==> config.mk <==
export PLATFORM = sky130hd
export DESIGN_NAME = scr_regs
export DESIGN_NICKNAME = d
export VERILOG_FILES = /design/src/verilog/scr_pkg.sv /design/src/verilog/scr_regs.sv
export SDC_FILE = /design/constraint.sdc
export NUM_CORES = 1
export LEC_CHECK = 0
export BUFFER_PORTS_ARGS = -buffer_cell sky130_fd_sc_hd__buf_2
export CORE_MARGIN = 5
export CORE_UTILIZATION = 47
export DETAILED_ROUTE_END_ITERATION = 16
export PLACE_DENSITY = 0.81
export SETUP_SLACK_MARGIN = 0.2
export SLEW_MARGIN = 20
export SYNTH_ARGS = -nofsm -noshare
export SYNTH_HDL_FRONTEND = slang
export SYNTH_SLANG_ARGS = --single-unit
==> constraint.sdc <==
create_clock -name ref_clk -period 2.4 [get_ports ref_clk]
set_input_delay 0.48 -clock ref_clk [delete_from_list [all_inputs] [get_ports ref_clk]]
set_output_delay 0.48 -clock ref_clk [all_outputs]
set_load 0.03 [all_outputs]
==> src/verilog/scr_pkg.sv <==
// Constants and types for the synthesizer config/status register segment.
// Assumes byte-wide registers reached over a 32-bit Avalon-MM slave port.
package scr_pkg;
  // Bus shape: printed offsets are register indexes, byte address = 4*index
  localparam int AW = 10;
  localparam int DW = 32;
  localparam int IW = 8;

  // Register indexes
  localparam logic [IW-1:0] IDX_RSV_A      = 8'h42;
  localparam logic [IW-1:0] IDX_RSV_B      = 8'h43;
  localparam logic [IW-1:0] IDX_CAL_RISE   = 8'h44;
  localparam logic [IW-1:0] IDX_CAL_FALL   = 8'h45;
  localparam logic [IW-1:0] IDX_RSV_C      = 8'h4b;
  localparam logic [IW-1:0] IDX_RSV_D      = 8'h4c;
  localparam logic [IW-1:0] IDX_OVERRIDE   = 8'h4d;
  localparam logic [IW-1:0] IDX_TBL_SCALE  = 8'h4f;
  localparam logic [IW-1:0] IDX_SYNC_MON   = 8'h53;
  localparam logic [IW-1:0] IDX_CONV_START = 8'h54;
  localparam logic [IW-1:0] IDX_FCNT_LOW   = 8'h55;
  localparam logic [IW-1:0] IDX_FCNT_MID   = 8'h56;
  localparam logic [IW-1:0] IDX_FCNT_HIGH  = 8'h57;
  localparam logic [IW-1:0] IDX_STATUS     = 8'h58;

  // Plain read/write bytes, stored in one array
  localparam int NUM_RW = 9;
  localparam int SLOT_CAL_RISE  = 2;
  localparam int SLOT_CAL_FALL  = 3;
  localparam int SLOT_OVERRIDE  = 6;
  localparam int SLOT_TBL_SCALE = 7;
  localparam int SLOT_SYNC_MON  = 8;
  localparam logic [IW-1:0] RW_IDX [NUM_RW] = '{
    IDX_RSV_A, IDX_RSV_B, IDX_CAL_RISE, IDX_CAL_FALL, IDX_RSV_C,
    IDX_RSV_D, IDX_OVERRIDE, IDX_TBL_SCALE, IDX_SYNC_MON};

  localparam logic [7:0] RESET_BYTE = 8'h00;

  // Field positions
  localparam int OVR_CORE_BIT    = 0;
  localparam int OVR_BAND_BIT    = 1;
  localparam int OVR_BIAS_BIT    = 2;
  localparam int STAB_EXT_BIT    = 7;
  localparam int CAL_V_MSB       = 6;
  localparam int MON_CLEAR_BIT   = 1;
  localparam int SYNC_SEL_BIT    = 5;
  localparam int MON_PD_BIT      = 6;
  localparam int CONV_START_BIT  = 0;
  localparam int ST_TABLE_BUSY   = 7;
  localparam int ST_SYNC_OK      = 6;
  localparam int ST_DEL_STROBE   = 5;
  localparam int ST_DEL_DIR      = 4;
  localparam int ST_CONV_BUSY    = 2;

  // Oscillator selection widths
  localparam int BAND_W = 9;
  localparam int BIAS_W = 6;

  // Avalon response codes
  localparam logic [1:0] RESP_OK     = 2'b00;
  localparam logic [1:0] RESP_DECERR = 2'b11;

  typedef struct packed {
    logic [BAND_W-1:0] band;
    logic              core;
    logic [BIAS_W-1:0] bias;
  } scr_osc_sel_t;

  typedef struct packed {
    logic table_busy;
    logic delay_strobe;
    logic delay_dir;
    logic sync_pass;
  } scr_status_in_t;

  typedef enum logic {
    BUS_IDLE,
    BUS_ANSWER
  } scr_bus_state_t;
endpackage

==> src/verilog/scr_regs.sv <==
// Config/status register segment of the synthesizer: override muxes for
// oscillator core/band/bias, table scale, sync monitor control, converter
// start/busy and the read-only counter and status bytes.
// Assumes an Avalon-MM master on ref_clk and all inputs synchronous to it.
//
// Notes on behaviour
// - Band override selects manual band value
// - Core override bit 0 selects manual core
// - Bias override bit 2 selects manual bias
// - Table scale byte is eight times frequency ratio
// - Monitor power-down bit 6 stops monitor
// - Sync select bit 5: 0 CML/PECL, 1 LVDS
// - Monitor clear bit 1 holds latch cleared
// - Status bit 6 reports sync window met
// - Start bit 0 begins conversion, rest read-only
// - 24-bit counter over three bytes, LSB lowest
// - Status bit 7 shows table generation busy
// - Status bits 5/4 show delay strobe, direction
// - Direction flag: 0 negative, 1 positive
// - Busy flag high while conversion runs
// - Calibration byte bit 7 extends driver stability
// - Two 7-bit calibration voltage components, read/write
// - Every stored register resets to zero; counter low byte reads the live count
//
// Added by the designer: the Avalon-MM slave port.
`timescale 1ns/1ps
module scr_regs (
  input  wire logic                        ref_clk,
  input  wire logic                        rst_n,
  input  wire logic [scr_pkg::AW-1:0]      address,
  input  wire logic                        read,
  input  wire logic                        write,
  input  wire logic [scr_pkg::DW-1:0]      writedata,
  input  wire logic [3:0]                  byteenable,
  output logic      [scr_pkg::DW-1:0]      readdata,
  output logic      [1:0]                  response,
  output logic                             waitrequest,
  input  wire scr_pkg::scr_osc_sel_t       cal_sel,
  input  wire scr_pkg::scr_osc_sel_t       manual_sel,
  output scr_pkg::scr_osc_sel_t            osc_sel,
  output logic      [7:0]                  table_scaling_factor,
  output logic                             align_monitor_powerdown,
  output logic                             sync_source_lvds,
  output logic                             align_monitor_clear,
  output logic                             tune_driver_stability_ext,
  output logic      [scr_pkg::CAL_V_MSB:0] cal_voltage_rise,
  output logic      [scr_pkg::CAL_V_MSB:0] cal_voltage_fall,
  output logic                             conversion_start,
  input  wire logic                        conversion_done,
  input  wire scr_pkg::scr_status_in_t     status_in,
  input  wire logic [23:0]                 freq_count_result
);

  scr_pkg::scr_bus_state_t state;
  logic [scr_pkg::IW-1:0]  idx;
  logic [7:0]              rw_byte [scr_pkg::NUM_RW];
  logic [scr_pkg::NUM_RW-1:0] rw_hit;
  logic                    start_bit;
  logic                    conv_busy;
  logic [7:0]              status;
  logic [15:0]             fcnt_snap;
  logic                    wr_take;
  logic                    rd_take;
  logic                    mapped;
  logic [7:0]              next_rdbyte;

  assign idx = address[scr_pkg::AW-1:2];
  // One wait state: the answer phase follows every request phase
  assign waitrequest = (read | write) && (state != scr_pkg::BUS_ANSWER);
  assign wr_take = write && (state == scr_pkg::BUS_ANSWER) && byteenable[0];
  assign rd_take = read && (state == scr_pkg::BUS_IDLE);

  // Bus phase
  always_ff @(posedge ref_clk) begin
    if (!rst_n) begin
      state <= scr_pkg::BUS_IDLE;
    end else begin
      case (state)
        scr_pkg::BUS_IDLE: begin
          if (read | write) begin
            state <= scr_pkg::BUS_ANSWER;
          end
        end
        scr_pkg::BUS_ANSWER: state <= scr_pkg::BUS_IDLE;
        default: state <= scr_pkg::BUS_IDLE;
      endcase
    end
  end

  // Plain read/write bytes, reserved ones included
  genvar g;
  generate
    for (g = 0; g < scr_pkg::NUM_RW; g++) begin : g_rw
      assign rw_hit[g] = (idx == scr_pkg::RW_IDX[g]);
      always_ff @(posedge ref_clk) begin
        if (!rst_n) begin
          rw_byte[g] <= scr_pkg::RESET_BYTE;
        end else if (wr_take && rw_hit[g]) begin
          rw_byte[g] <= writedata[7:0];
        end
      end
    end
  endgenerate

  // Read mux; unmapped indexes read zero with a decode error
  always_comb begin
    next_rdbyte = 8'h00;
    mapped = 1'b1;
    case (idx)
      scr_pkg::IDX_CONV_START: next_rdbyte = {7'h00, start_bit};
      scr_pkg::IDX_FCNT_LOW:   next_rdbyte = freq_count_result[7:0];
      scr_pkg::IDX_FCNT_MID:   next_rdbyte = fcnt_snap[7:0];
      scr_pkg::IDX_FCNT_HIGH:  next_rdbyte = fcnt_snap[15:8];
      scr_pkg::IDX_STATUS:     next_rdbyte = status;
      default: begin
        mapped = |rw_hit;
        for (int i = 0; i < scr_pkg::NUM_RW; i++) begin
          if (rw_hit[i]) begin
            next_rdbyte = rw_byte[i];
          end
        end
      end
    endcase
  end

  // Read data and response are loaded in the request phase so they stand
  // at the edge where waitrequest is low
  always_ff @(posedge ref_clk) begin
    if (!rst_n) begin
      readdata <= '0;
      response <= scr_pkg::RESP_OK;
    end else if ((read | write) && state == scr_pkg::BUS_IDLE) begin
      readdata <= read ? {24'h000000, next_rdbyte} : '0;
      response <= mapped ? scr_pkg::RESP_OK : scr_pkg::RESP_DECERR;
    end
  end

  // Reading the low byte freezes the upper two at the edge that loads the
  // low byte, so a low-mid-high read returns one coherent count
  always_ff @(posedge ref_clk) begin
    if (!rst_n) begin
      fcnt_snap <= 16'h0000;
    end else if (rd_take && idx == scr_pkg::IDX_FCNT_LOW) begin
      fcnt_snap <= freq_count_result[23:8];
    end
  end

  // Conversion start: each written one gives exactly one pulse
  always_ff @(posedge ref_clk) begin
    if (!rst_n) begin
      start_bit        <= 1'b0;
      conversion_start <= 1'b0;
    end else begin
      conversion_start <= 1'b0;
      if (wr_take && idx == scr_pkg::IDX_CONV_START) begin
        start_bit <= writedata[scr_pkg::CONV_START_BIT];
        conversion_start <= writedata[scr_pkg::CONV_START_BIT];
      end
    end
  end

  // Busy: a start in the same cycle as done wins
  always_ff @(posedge ref_clk) begin
    if (!rst_n) begin
      conv_busy <= 1'b0;
    end else if (conversion_start) begin
      conv_busy <= 1'b1;
    end else if (conversion_done) begin
      conv_busy <= 1'b0;
    end
  end

  // Status byte; pass flag held clear while monitor is cleared or off
  always_ff @(posedge ref_clk) begin
    if (!rst_n) begin
      status <= scr_pkg::RESET_BYTE;
    end else begin
      status <= 8'h00;
      status[scr_pkg::ST_TABLE_BUSY] <= status_in.table_busy;
      status[scr_pkg::ST_SYNC_OK] <= status_in.sync_pass &&
        !align_monitor_clear && !align_monitor_powerdown;
      status[scr_pkg::ST_DEL_STROBE] <= status_in.delay_strobe;
      status[scr_pkg::ST_DEL_DIR] <= status_in.delay_dir;
      status[scr_pkg::ST_CONV_BUSY] <= conv_busy;
    end
  end

  // Oscillator selection, registered to keep the outputs glitch free
  always_ff @(posedge ref_clk) begin
    if (!rst_n) begin
      osc_sel <= '0;
    end else begin
      osc_sel.band <= rw_byte[scr_pkg::SLOT_OVERRIDE][scr_pkg::OVR_BAND_BIT]
        ? manual_sel.band : cal_sel.band;
      osc_sel.core <= rw_byte[scr_pkg::SLOT_OVERRIDE][scr_pkg::OVR_CORE_BIT]
        ? manual_sel.core : cal_sel.core;
      osc_sel.bias <= rw_byte[scr_pkg::SLOT_OVERRIDE][scr_pkg::OVR_BIAS_BIT]
        ? manual_sel.bias : cal_sel.bias;
    end
  end

  assign table_scaling_factor = rw_byte[scr_pkg::SLOT_TBL_SCALE];
  assign align_monitor_powerdown =
    rw_byte[scr_pkg::SLOT_SYNC_MON][scr_pkg::MON_PD_BIT];
  assign sync_source_lvds =
    rw_byte[scr_pkg::SLOT_SYNC_MON][scr_pkg::SYNC_SEL_BIT];
  assign align_monitor_clear =
    rw_byte[scr_pkg::SLOT_SYNC_MON][scr_pkg::MON_CLEAR_BIT];
  assign tune_driver_stability_ext =
    rw_byte[scr_pkg::SLOT_CAL_RISE][scr_pkg::STAB_EXT_BIT];
  assign cal_voltage_rise =
    rw_byte[scr_pkg::SLOT_CAL_RISE][scr_pkg::CAL_V_MSB:0];
  assign cal_voltage_fall =
    rw_byte[scr_pkg::SLOT_CAL_FALL][scr_pkg::CAL_V_MSB:0];

endmodule

**Word level (Yosys, flattened, before mapping)**

Memories as Yosys holds them, arrays and structs flattened.
Cells that the tools add are included.

- Reductions and logical operators: 23
- Muxes and demuxes: 57
- Bitwise logic cells: 11
- Eq/ne operators: 14

Operators by type and width:

| kind | count |
|---|---|
| 2-to-1 mux 8 bit | 19 |
| equality test 8 x 7 -> 1 bit, second input constant | 14 |
| one-hot mux 8 bit (5 select lines) | 1 |
| 2-to-1 mux 1 bit | 33 |
| logical AND 1 bit | 17 |
| bitwise OR 1 bit | 10 |
| 2-to-1 mux 9 bit | 1 |
| OR reduction 9 bit | 1 |
| 2-to-1 mux 6 bit | 1 |
| OR reduction 5 bit | 1 |
| zero test 1 bit | 2 |
| 2-to-1 mux 2 bit | 1 |
| one-hot mux 1 bit (2 select lines) | 1 |
| AND reduction 2 bit | 1 |
| nonzero test 2 bit | 1 |
| inverter 1 bit | 1 |

- Word-level logic and storage cells: 118
- Memories kept: 1
- Output and inout bits: 78
- Register bits: 78
- Memory bits (writable): 72
- Input bits: 111

Memory list:

| name | depth | width | read ports | clocked after Yosys merged registers in | write ports | line | RTL |
|---|---|---|---|---|---|---|---|
| rw_byte | 9 | 8 | 9 | 0 | 9 | scr_regs.sv:56 | `logic [7:0] rw_byte [scr_pkg::NUM_RW];` |

**Logic depth before layout (Yosys ltp)**

Gate-level depths: netlist (run 1).

- Word-level depth: 12
- Mapped depth: 8
- Mapped depth without buffers: 5

**Worst setup path after synthesis (run 1)**

OpenSTA, ideal clock, no wires.

- Path kind: input -> register
- Start: input port address[6] in the netlist's numbering
- End: memory rw_byte[6][0], enable pin
- Library setup time: 387 ps
- Arrival: 1974 ps
- Required time: 2013 ps
- Path slack: 40 ps
- Stages on the path: 4
- Buffers on the path: 1
- Cell sequence: buf_6 > nor4b_4 > nand3_2 > o31ai_1

RTL lines:

| item | line | RTL |
|---|---|---|
| start: declaration | scr_regs.sv:30 | `input wire logic [scr_pkg::AW-1:0] address,` |
| end: declaration | scr_regs.sv:56 |  |

**Worst setup path after layout (run 1)**

- Start: input port address[3] in the netlist's numbering
- End: register readdata[7] in the netlist's numbering

- Longest elaborated chain between the ends: 12
- Elaborated cells on any way between the ends: 25
- Those cells by class: eq/ne (14); mux (11)

RTL lines:

| item | line | RTL |
|---|---|---|
| equality test 8 x 7 -> 1 bit | scr_regs.sv:94 | `assign rw_hit[g] = (idx == scr_pkg::RW_IDX[g]);` |
| 2-to-1 mux 8 bit (9 in a row) | scr_regs.sv:118 | `if (rw_hit[i]) begin` |
| one-hot mux 8 bit (5 select lines) * | scr_regs.sv:109 | `case (idx)` |
| 2-to-1 mux 8 bit * | scr_regs.sv:133 | `readdata <= read ? {24'h000000, next_rdbyte} : '0;` |
| end signal: assignment | scr_regs.sv:133 |  |
| end: declaration | scr_regs.sv:35 | `output logic [scr_pkg::DW-1:0] readdata,` |

Mark *: on every way between the ends. The rest lies on a longest branch, timed or not.
A chain may end at the register's enable or synchronous reset.

==> impl_metrics.tcl, run 1 <==
set metrics [dict create \
    run_status "completed" \
    timing.critical_path.cells "buf_2, nor4b_1, nor2_1, buf_4, a21oi_1, a221oi_1, a32oi_1" \
    gp_congestion 0.872 \
    crit_path_top_delay_cell "sky130_fd_sc_hd__nor4b_1" \
    grt_first_pass_wirelength_mm 27.3 \
    std_cell_rows 41 \
    cts.reportedPaths.clkPinSlew_ns 0.06 \
    critical_path_class "in2reg" \
    initial_utilization_pct 48.2 \
    grtUsageTotal_pct 22.3 \
    place.detailed.hpwl_mm 13.1 \
    drtPass1Iterations 5 \
    finish.net_count 844 \
    total_power_mw 5.31 \
    yosys_warnings 0 \
    wl_per_cell_um 19.0 \
    route.antenna.remaining_nets 0 \
    power_density_nw_per_um2 708 \
    p_int_mw 4.02 \
    synth.yosys.seq_area_share_pct 51.6 \
    route.vias.total 5164 \
    grt_start_max_net_pins 40 \
    final_hold_viol_count 0 \
    total_switching_power_mw 1.28 \
    cts_tree "yes" \
    timing.fmax_mhz 517 \
    seq_power_share_pct 43.5 \
    viasPerCell 5.63 \
    finClkSkew_ns 0.00868 \
    yosys_most_used_dff "sky130_fd_sc_hd__edfxtp_1" \
    netlist-cell-type-count 64 \
    die_h_um 124 \
    cts.repair.resized 0 \
    netSwitchingFraction_pct 24.2 \
    pwr-share-comb_pct 9.9 \
    worst_setup_path_start_kind "primary input" \
    transition_time_at_the_pin_with_the_least_slew_margin_ns 0.676 \
    critical_path_peak_fanout 26 \
    syn2layout_area_growth_pct 22.2 \
    timing.max_cap.violations 0 \
    core_area_sq_um 12700 \
    die-width_um 124 \
    setup_viol 0 \
    port_buffers 135 \
    drc 0 \
    synthArstFlopShare_pct 0 \
    post_synth.cell_area_avg_sq_um 10.3 \
    design.portCount 189 \
    timing.final.max_slew_violations 0 \
    clockRootBuffer "sky130_fd_sc_hd__clkbuf_16" \
    yosys.area.top_type_share_pct 35.3 \
    worst_skew_pair.late_latency_ns 0.42 \
    worst_hold_class "in2reg" \
    period_needed_ns 1.93 \
    sum_of_negative_setup_slack_ns 0 \
    drt_iter0_markers 529 \
    ys_top_cells_by_area "sky130_fd_sc_hd__edfxtp_1 (35%), sky130_fd_sc_hd__dfxtp_1 (16%), sky130_fd_sc_hd__and2_1 (8.1%)" \
    final_min_period_over_clock_period_pct 80.6 \
    vias_in_the_first_global_route 5162 \
    wl_mm 17.5 \
    count_of_flip_flops_with_a_built_in_enable_after_synthesis 72 \
    syn_area_sq_um 6130 \
    cp.required_ns 2.75 \
    synthCells 594 \
    clock_power_share_pct 46.6 \
    clock_sinks 122 \
    cts.htree.levels 4 \
    vdd_drop_max_mv 0.519 \
    worst-endpoint-arrival_ns 2.28 \
    grt.overflow.total 0 \
    rsz0062_at_grt "false" \
    slew-limit-headroom_pct 54.3 \
    worst_setup_path_end_kind "flop" \
    leakage_nw 3.05 \
    yosys.area.top_type "sky130_fd_sc_hd__edfxtp_1" \
    cts-root-to-sink-buffers 2 \
    holdWs_ns 0.270 \
    layout-drive-gt1-share_pct 29.8 \
    post_cts_hold_buffer_count 0 \
    postCtsSetupBuffers 0 \
    cp_slowest_stage_delay_ns 0.68 \
    postSynthRegisterBits 122 \
    cts-buffers-inserted 17 \
    die_area_sq_um 15400 \
    diodes 0 \
    number_of_antenna_violations_at_the_first_check_in_global_routing 0 \
]
registers in the layout (all words and copies together) (netlist names):
name / flops
conv_busy: 1
conversion_start: 1
fcnt_snap: 16
osc_sel: 16
readdata: 8
response: 1
rw_byte: 72
start_bit: 1
state: 1
status: 5
worst paths after layout:
path	start	endpoint	slack, ns	cells past startpoint
worst max-delay path	address[3]	readdata[7]	0.47	7
worst min-delay path	status_in[2]	status[5]	0.27	2
worst max register to register	state	rw_byte[2][5]	0.55	4
worst min register to register	fcnt_snap[5]	fcnt_snap[5]	0.45	2
logic make-up (layout without fill, tap and decap cells):
logic type,after synthesis,in the layout,share of synthesized area (%)
buffers and inverters,69,198,7.06
other,1,24,0.0612
and+or+nand+nor,250,250,22.6
muxes,32,32,5.59
DFF,122,122,51.6
AOI/OAI and AO/OA,120,120,13.1
final cells by class:
type / instances / area [sq um]
well taps: 172 / 215
multi-input cells: 426 / 2640
inverters: 5 / 18.8
repair buffers: 161 / 871
clock inverters: 5 / 28.8
clock buffers: 27 / 557
flip-flops and latches: 122 / 3160
fillers: 1051 / 5230
critical path, delay by kind of cell:
family / cells / cell delay [ns]
and+or+nand+nor: 2 / 0.84
buffers and inverters: 2 / 0.48
AOI/OAI and AO/OA: 3 / 0.47
cells in the final DEF, fill, tap and decap left out, types with 5 or more instances in the layout:
| cell type | count |
|---|---|
| sky130_fd_sc_hd__nand3_1 | 11 |
| sky130_fd_sc_hd__buf_4 | 26 |
| sky130_fd_sc_hd__mux2i_1 | 23 |
| sky130_fd_sc_hd__a21oi_1 | 38 |
| sky130_fd_sc_hd__a21o_1 | 5 |
| sky130_fd_sc_hd__conb_1 | 24 |
| sky130_fd_sc_hd__inv_1 | 5 |
| sky130_fd_sc_hd__and2_1 | 79 |
| sky130_fd_sc_hd__nand2_1 | 74 |
| sky130_fd_sc_hd__dfxtp_1 | 50 |
| sky130_fd_sc_hd__edfxtp_1 | 72 |
| sky130_fd_sc_hd__a211oi_1 | 5 |
| sky130_fd_sc_hd__nor2_1 | 35 |
| sky130_fd_sc_hd__buf_2 | 135 |
| sky130_fd_sc_hd__nor3_1 | 5 |
| sky130_fd_sc_hd__nand2b_1 | 5 |
| sky130_fd_sc_hd__clkbuf_16 | 20 |
| sky130_fd_sc_hd__a32oi_1 | 6 |
| sky130_fd_sc_hd__a221oi_1 | 9 |
| sky130_fd_sc_hd__mux2_2 | 8 |
| sky130_fd_sc_hd__o21ai_0 | 22 |
synthesized netlist by cell type (6+ instances only):
| cell type | number |
|---|---|
| sky130_fd_sc_hd__mux2_2 | 8 |
| sky130_fd_sc_hd__edfxtp_1 | 72 |
| sky130_fd_sc_hd__buf_2 | 7 |
| sky130_fd_sc_hd__a221oi_1 | 9 |
| sky130_fd_sc_hd__mux2i_1 | 23 |
| sky130_fd_sc_hd__buf_4 | 36 |
| sky130_fd_sc_hd__o21ai_0 | 23 |
| sky130_fd_sc_hd__and2_1 | 79 |
| sky130_fd_sc_hd__a32oi_1 | 6 |
| sky130_fd_sc_hd__nand3_1 | 11 |
| sky130_fd_sc_hd__a21oi_1 | 38 |
| sky130_fd_sc_hd__dfxtp_1 | 50 |
| sky130_fd_sc_hd__clkbuf_1 | 17 |
| sky130_fd_sc_hd__nand2_1 | 74 |
| sky130_fd_sc_hd__nor2_1 | 35 |
layer usage:
layer / track usage, % / wire length (um) / vias to the layer above
li1: - / - / 2357
met3: 8.58 / 1900 / 52
met1: 27.0 / 6730 / 2417
met5: 0 / 0 / -
met2: 35.6 / 8190 / 338
met4: 9.54 / 648 / 0
stage by stage:
stage / setup WS (ns) / cells / cell area (sq um) / utilization (%)
after detailed placement: 0.0649 / 886 / 6900 / 54.3
final: 0.466 / 918 / 7490 / 58.9
after global routing: 0.403 / 918 / 7490 / 58.9
after floorplan: 0.215 / 617 / 6230 / -
after CTS: 0.546 / 918 / 7490 / 58.9
after global placement: 0.203 / 886 / 6900 / 54.3
power groups by stage:
stage                     registers (mW)  logic, mW  clock network (mW)
after detailed placement            2.35      0.519                   0
after CTS                           2.31      0.522                2.49
after floorplan                     2.40      0.296                   0
after global routing                2.31      0.561                2.60
final                               2.31      0.526                2.47
after global placement              2.35      0.506                   0
No activity file was read; power rests on OpenSTA's default activity.
==> inputs of run 2 (changes only) <==
--- a/config.mk
+++ b/config.mk
@@ -5,9 +5,10 @@
 export SDC_FILE = /design/constraint.sdc
 export NUM_CORES = 1
 export LEC_CHECK = 0
+export ABC_AREA = 1
 export BUFFER_PORTS_ARGS = -buffer_cell sky130_fd_sc_hd__buf_2
 export CORE_MARGIN = 5
-export CORE_UTILIZATION = 47
+export CORE_UTILIZATION = 46
 export DETAILED_ROUTE_END_ITERATION = 16
 export PLACE_DENSITY = 0.81
 export SETUP_SLACK_MARGIN = 0.2
==> constraint.sdc (replaced) <==
create_clock -name ref_clk -period 1.6 [get_ports ref_clk]
set_input_delay 0.32 -clock ref_clk [delete_from_list [all_inputs] [get_ports ref_clk]]
set_output_delay 0.32 -clock ref_clk [all_outputs]
set_load 0.03 [all_outputs]
==> impl_metrics.tcl, run 2 <==
set metrics [dict create \
    synth.yosys.seq_area_share_pct 55.0 \
    viasPerCell 5.30 \
    synthArstFlopShare_pct 0 \
    place_worst_setup_slack_ns -0.313 \
    syn2layout_area_growth_pct 41.0 \
    grt.overflow.total 0 \
    worst_hold_class "in2reg" \
    final_min_period_over_clock_period_pct 90.8 \
    number_of_standard_cells_in_the_final_layout_excluding_fillers 1043 \
    holdWs_ns 0.0933 \
    timing.max_cap.violations 0 \
    transition_time_at_the_pin_with_the_least_slew_margin_ns 0.544 \
    rr_worst_depth 7 \
    largest_reg_flops 72 \
    cp-endpoint "readdata[1]" \
    power_density_nw_per_um2 982 \
    place.detailed.hpwl_mm 11.9 \
    crit-reg2reg-capture "readdata[1]" \
    worst_setup_path_end_kind "flop" \
    slew-limit-headroom_pct 63.7 \
    grtUsageTotal_pct 22.2 \
    drc 0 \
    post_cts_hold_buffer_count 0 \
    route.antenna.remaining_nets 0 \
    post_synth.cell_area_avg_sq_um 8.69 \
    initial_utilization_pct 47.4 \
    worst_skew_pair.late_latency_ns 0.42 \
    layout-drive-gt1-share_pct 39.9 \
    yosys_warnings 0 \
    netlist_top_cells_count "sky130_fd_sc_hd__nor2_1 (126), sky130_fd_sc_hd__nand2_1 (123), sky130_fd_sc_hd__edfxtp_1 (72), sky130_fd_sc_hd__nand3_1 (52), sky130_fd_sc_hd__dfxtp_1 (50)" \
    port_buffers 135 \
    core_area_sq_um 12100 \
    fin_ws_ns 0.147 \
    count_of_flip_flops_with_a_built_in_enable_after_synthesis 72 \
    leakage_nw 3.60 \
    syn_area_sq_um 5750 \
    yosys.area.top_type "sky130_fd_sc_hd__edfxtp_1" \
    route.vias.total 5524 \
    worst_setup_path_start_kind "primary input" \
    setup_viol 0 \
    timing.final.max_slew_violations 0 \
    finish.net_count 973 \
    layout_commonest_cell "sky130_fd_sc_hd__buf_2" \
    clock_sinks 122 \
    post-synth-top-count-cell "sky130_fd_sc_hd__nor2_1" \
    cts-buffers-inserted 17 \
    synthCells 661 \
    vdd_drop_max_mv 0.687 \
    design.portCount 189 \
    worst-endpoint-arrival_ns 1.81 \
    r2r_slack_ns 0.26 \
    postLayoutCellArea_sq_um 8100 \
    diodes 0 \
    ys_top_cells_by_area "sky130_fd_sc_hd__edfxtp_1 (38%), sky130_fd_sc_hd__dfxtp_1 (17%), sky130_fd_sc_hd__nor2_1 (8.2%)" \
    grt_first_pass_wirelength_mm 25.2 \
    cp.required_ns 1.95 \
    cts_tree "yes" \
    cts.htree.levels 4 \
    vias_in_the_first_global_route 5048 \
    drt_iter0_markers 537 \
    cts-root-to-sink-buffers 2 \
    final_hold_viol_count 0 \
    yosys.area.top_type_share_pct 37.6 \
    largest_register "rw_byte" \
    gp_congestion 0.836 \
    yosys_most_used_dff "sky130_fd_sc_hd__edfxtp_1" \
    timing.fmax_mhz 688 \
    number_of_antenna_violations_at_the_first_check_in_global_routing 0 \
    min_path_cells 3 \
    die_h_um 122 \
    most_used_cells_in_the_layout_excluding_fill_and_tap_cells "sky130_fd_sc_hd__buf_2 (129), sky130_fd_sc_hd__nor2_1 (116), sky130_fd_sc_hd__nand2_1 (96), sky130_fd_sc_hd__edfxtp_1 (72), sky130_fd_sc_hd__buf_4 (59)" \
    top_regs "rw_byte (72), fcnt_snap (16), osc_sel (16)" \
    clockRootBuffer "sky130_fd_sc_hd__clkbuf_16" \
    sum_of_negative_setup_slack_ns 0 \
    netlist-cell-type-count 36 \
    place_area_sq_um 7110 \
    wl_per_cell_um 17.4 \
    period_needed_ns 1.45 \
    run_status "completed" \
    finClkSkew_ns 0.00814 \
    critical_path_class "in2reg" \
    worstReg2RegStart "rw_byte[2][1]" \
    crit_start "address[7]" \
    grt_start_max_net_pins 29 \
    std_cell_rows 40 \
    critical_path_peak_fanout 8 \
    wl_mm 18.2 \
    place_inst 996 \
    postSynthRegisterBits 122 \
    cts.reportedPaths.clkPinSlew_ns 0.06 \
    die-width_um 122 \
    die_area_sq_um 14800 \
    rsz0062_at_grt "true" \
    drtPass1Iterations 5 \
]
-- run 2: changes by cell type in the layout (fill, tap and decap cells not counted), sizes merged, moves of 12 or more --
cell,change
buf,+46
clkinv,+12
and2,-80
inv,+38
nand3,+43
mux2i,-23
nor2,+102
nand2,+55
-- run 2: per-layer routing --
layer | GRT usage (%) | routed length (um) | up-vias | part of all wire, %
li1 | - | - | 2555 | -
met1 | 26.6 | 6740 | 2576 | 37
met2 | 37.4 | 9000 | 340 | 49
met3 | 5.48 | 1760 | 53 | 9.7
met4 | 10.4 | 684 | 0 | 3.8
met5 | 0 | 0 | - | 0
-- run 2: where the power goes --
group / total, mW / internal, mW / switching [mW]
sequential: 3.46 / 3.42 / 0.0443
combinational: 0.834 / 0.276 / 0.559
clock: 3.66 / 2.28 / 1.39
-- run 2: critical path: stages --
cell	delay, ns
sky130_fd_sc_hd__buf_8	0.11
sky130_fd_sc_hd__inv_12	0.04
sky130_fd_sc_hd__nand2_4	0.04
sky130_fd_sc_hd__nor2_4	0.11
sky130_fd_sc_hd__buf_12	0.14
sky130_fd_sc_hd__buf_8	0.12
sky130_fd_sc_hd__clkinv_8	0.07
sky130_fd_sc_hd__buf_6	0.12
sky130_fd_sc_hd__nor3_4	0.17
sky130_fd_sc_hd__buf_6	0.17
sky130_fd_sc_hd__nand2_1	0.08
sky130_fd_sc_hd__nand3_1	0.10
sky130_fd_sc_hd__nand2_1	0.09
sky130_fd_sc_hd__a21oi_2	0.12
-- run 2: worst min path at each step --
stage	start	to	slack [ns]
finish	status_in[3]	status[7]	0.09
global route	status_in[3]	status[7]	0.11
CTS	status_in[3]	status[7]	0.09
detailed placement	conv_busy	status[2]	0.42
global placement	conv_busy	status[2]	0.42
floorplan	conv_busy	status[2]	0.40
-- run 2: cells by family after synthesis --
| family | Yosys count | synth area share [%] |
|---|---|---|
| other | 1 | 0.0653 |
| DFF | 122 | 55.0 |
| AOI/OAI and AO/OA | 88 | 8.60 |
| and+or+nand+nor | 344 | 26.5 |
| buffers and inverters | 106 | 9.75 |
-- run 2: final cells by class --
class,count,area [sq um]
clock buffer,20,437
clock inverter,12,125
fill,870,4010
inverter,54,245
multi-input combinational,458,2500
sequential,122,3160
tap,168,210
timing repair buffer,209,1420
-- run 2: per-stage QoR --
stage	utilization [%]	total power, mW
2_1_floorplan	-	4.01
3_3_place_gp	58.7	4.26
3_5_place_dp	58.7	4.27
4_1_cts	63.7	7.89
5_1_grt	66.9	8.16
6_report	66.9	7.96
-- run 2: what timing repair did --
action	CTS	global route
buffers inserted	1	12
endpoints found under the hold margin	0	0
gates resized for setup	8	84
gates cloned	1	1
pin swaps	3	39
endpoints found under the setup margin	13	69
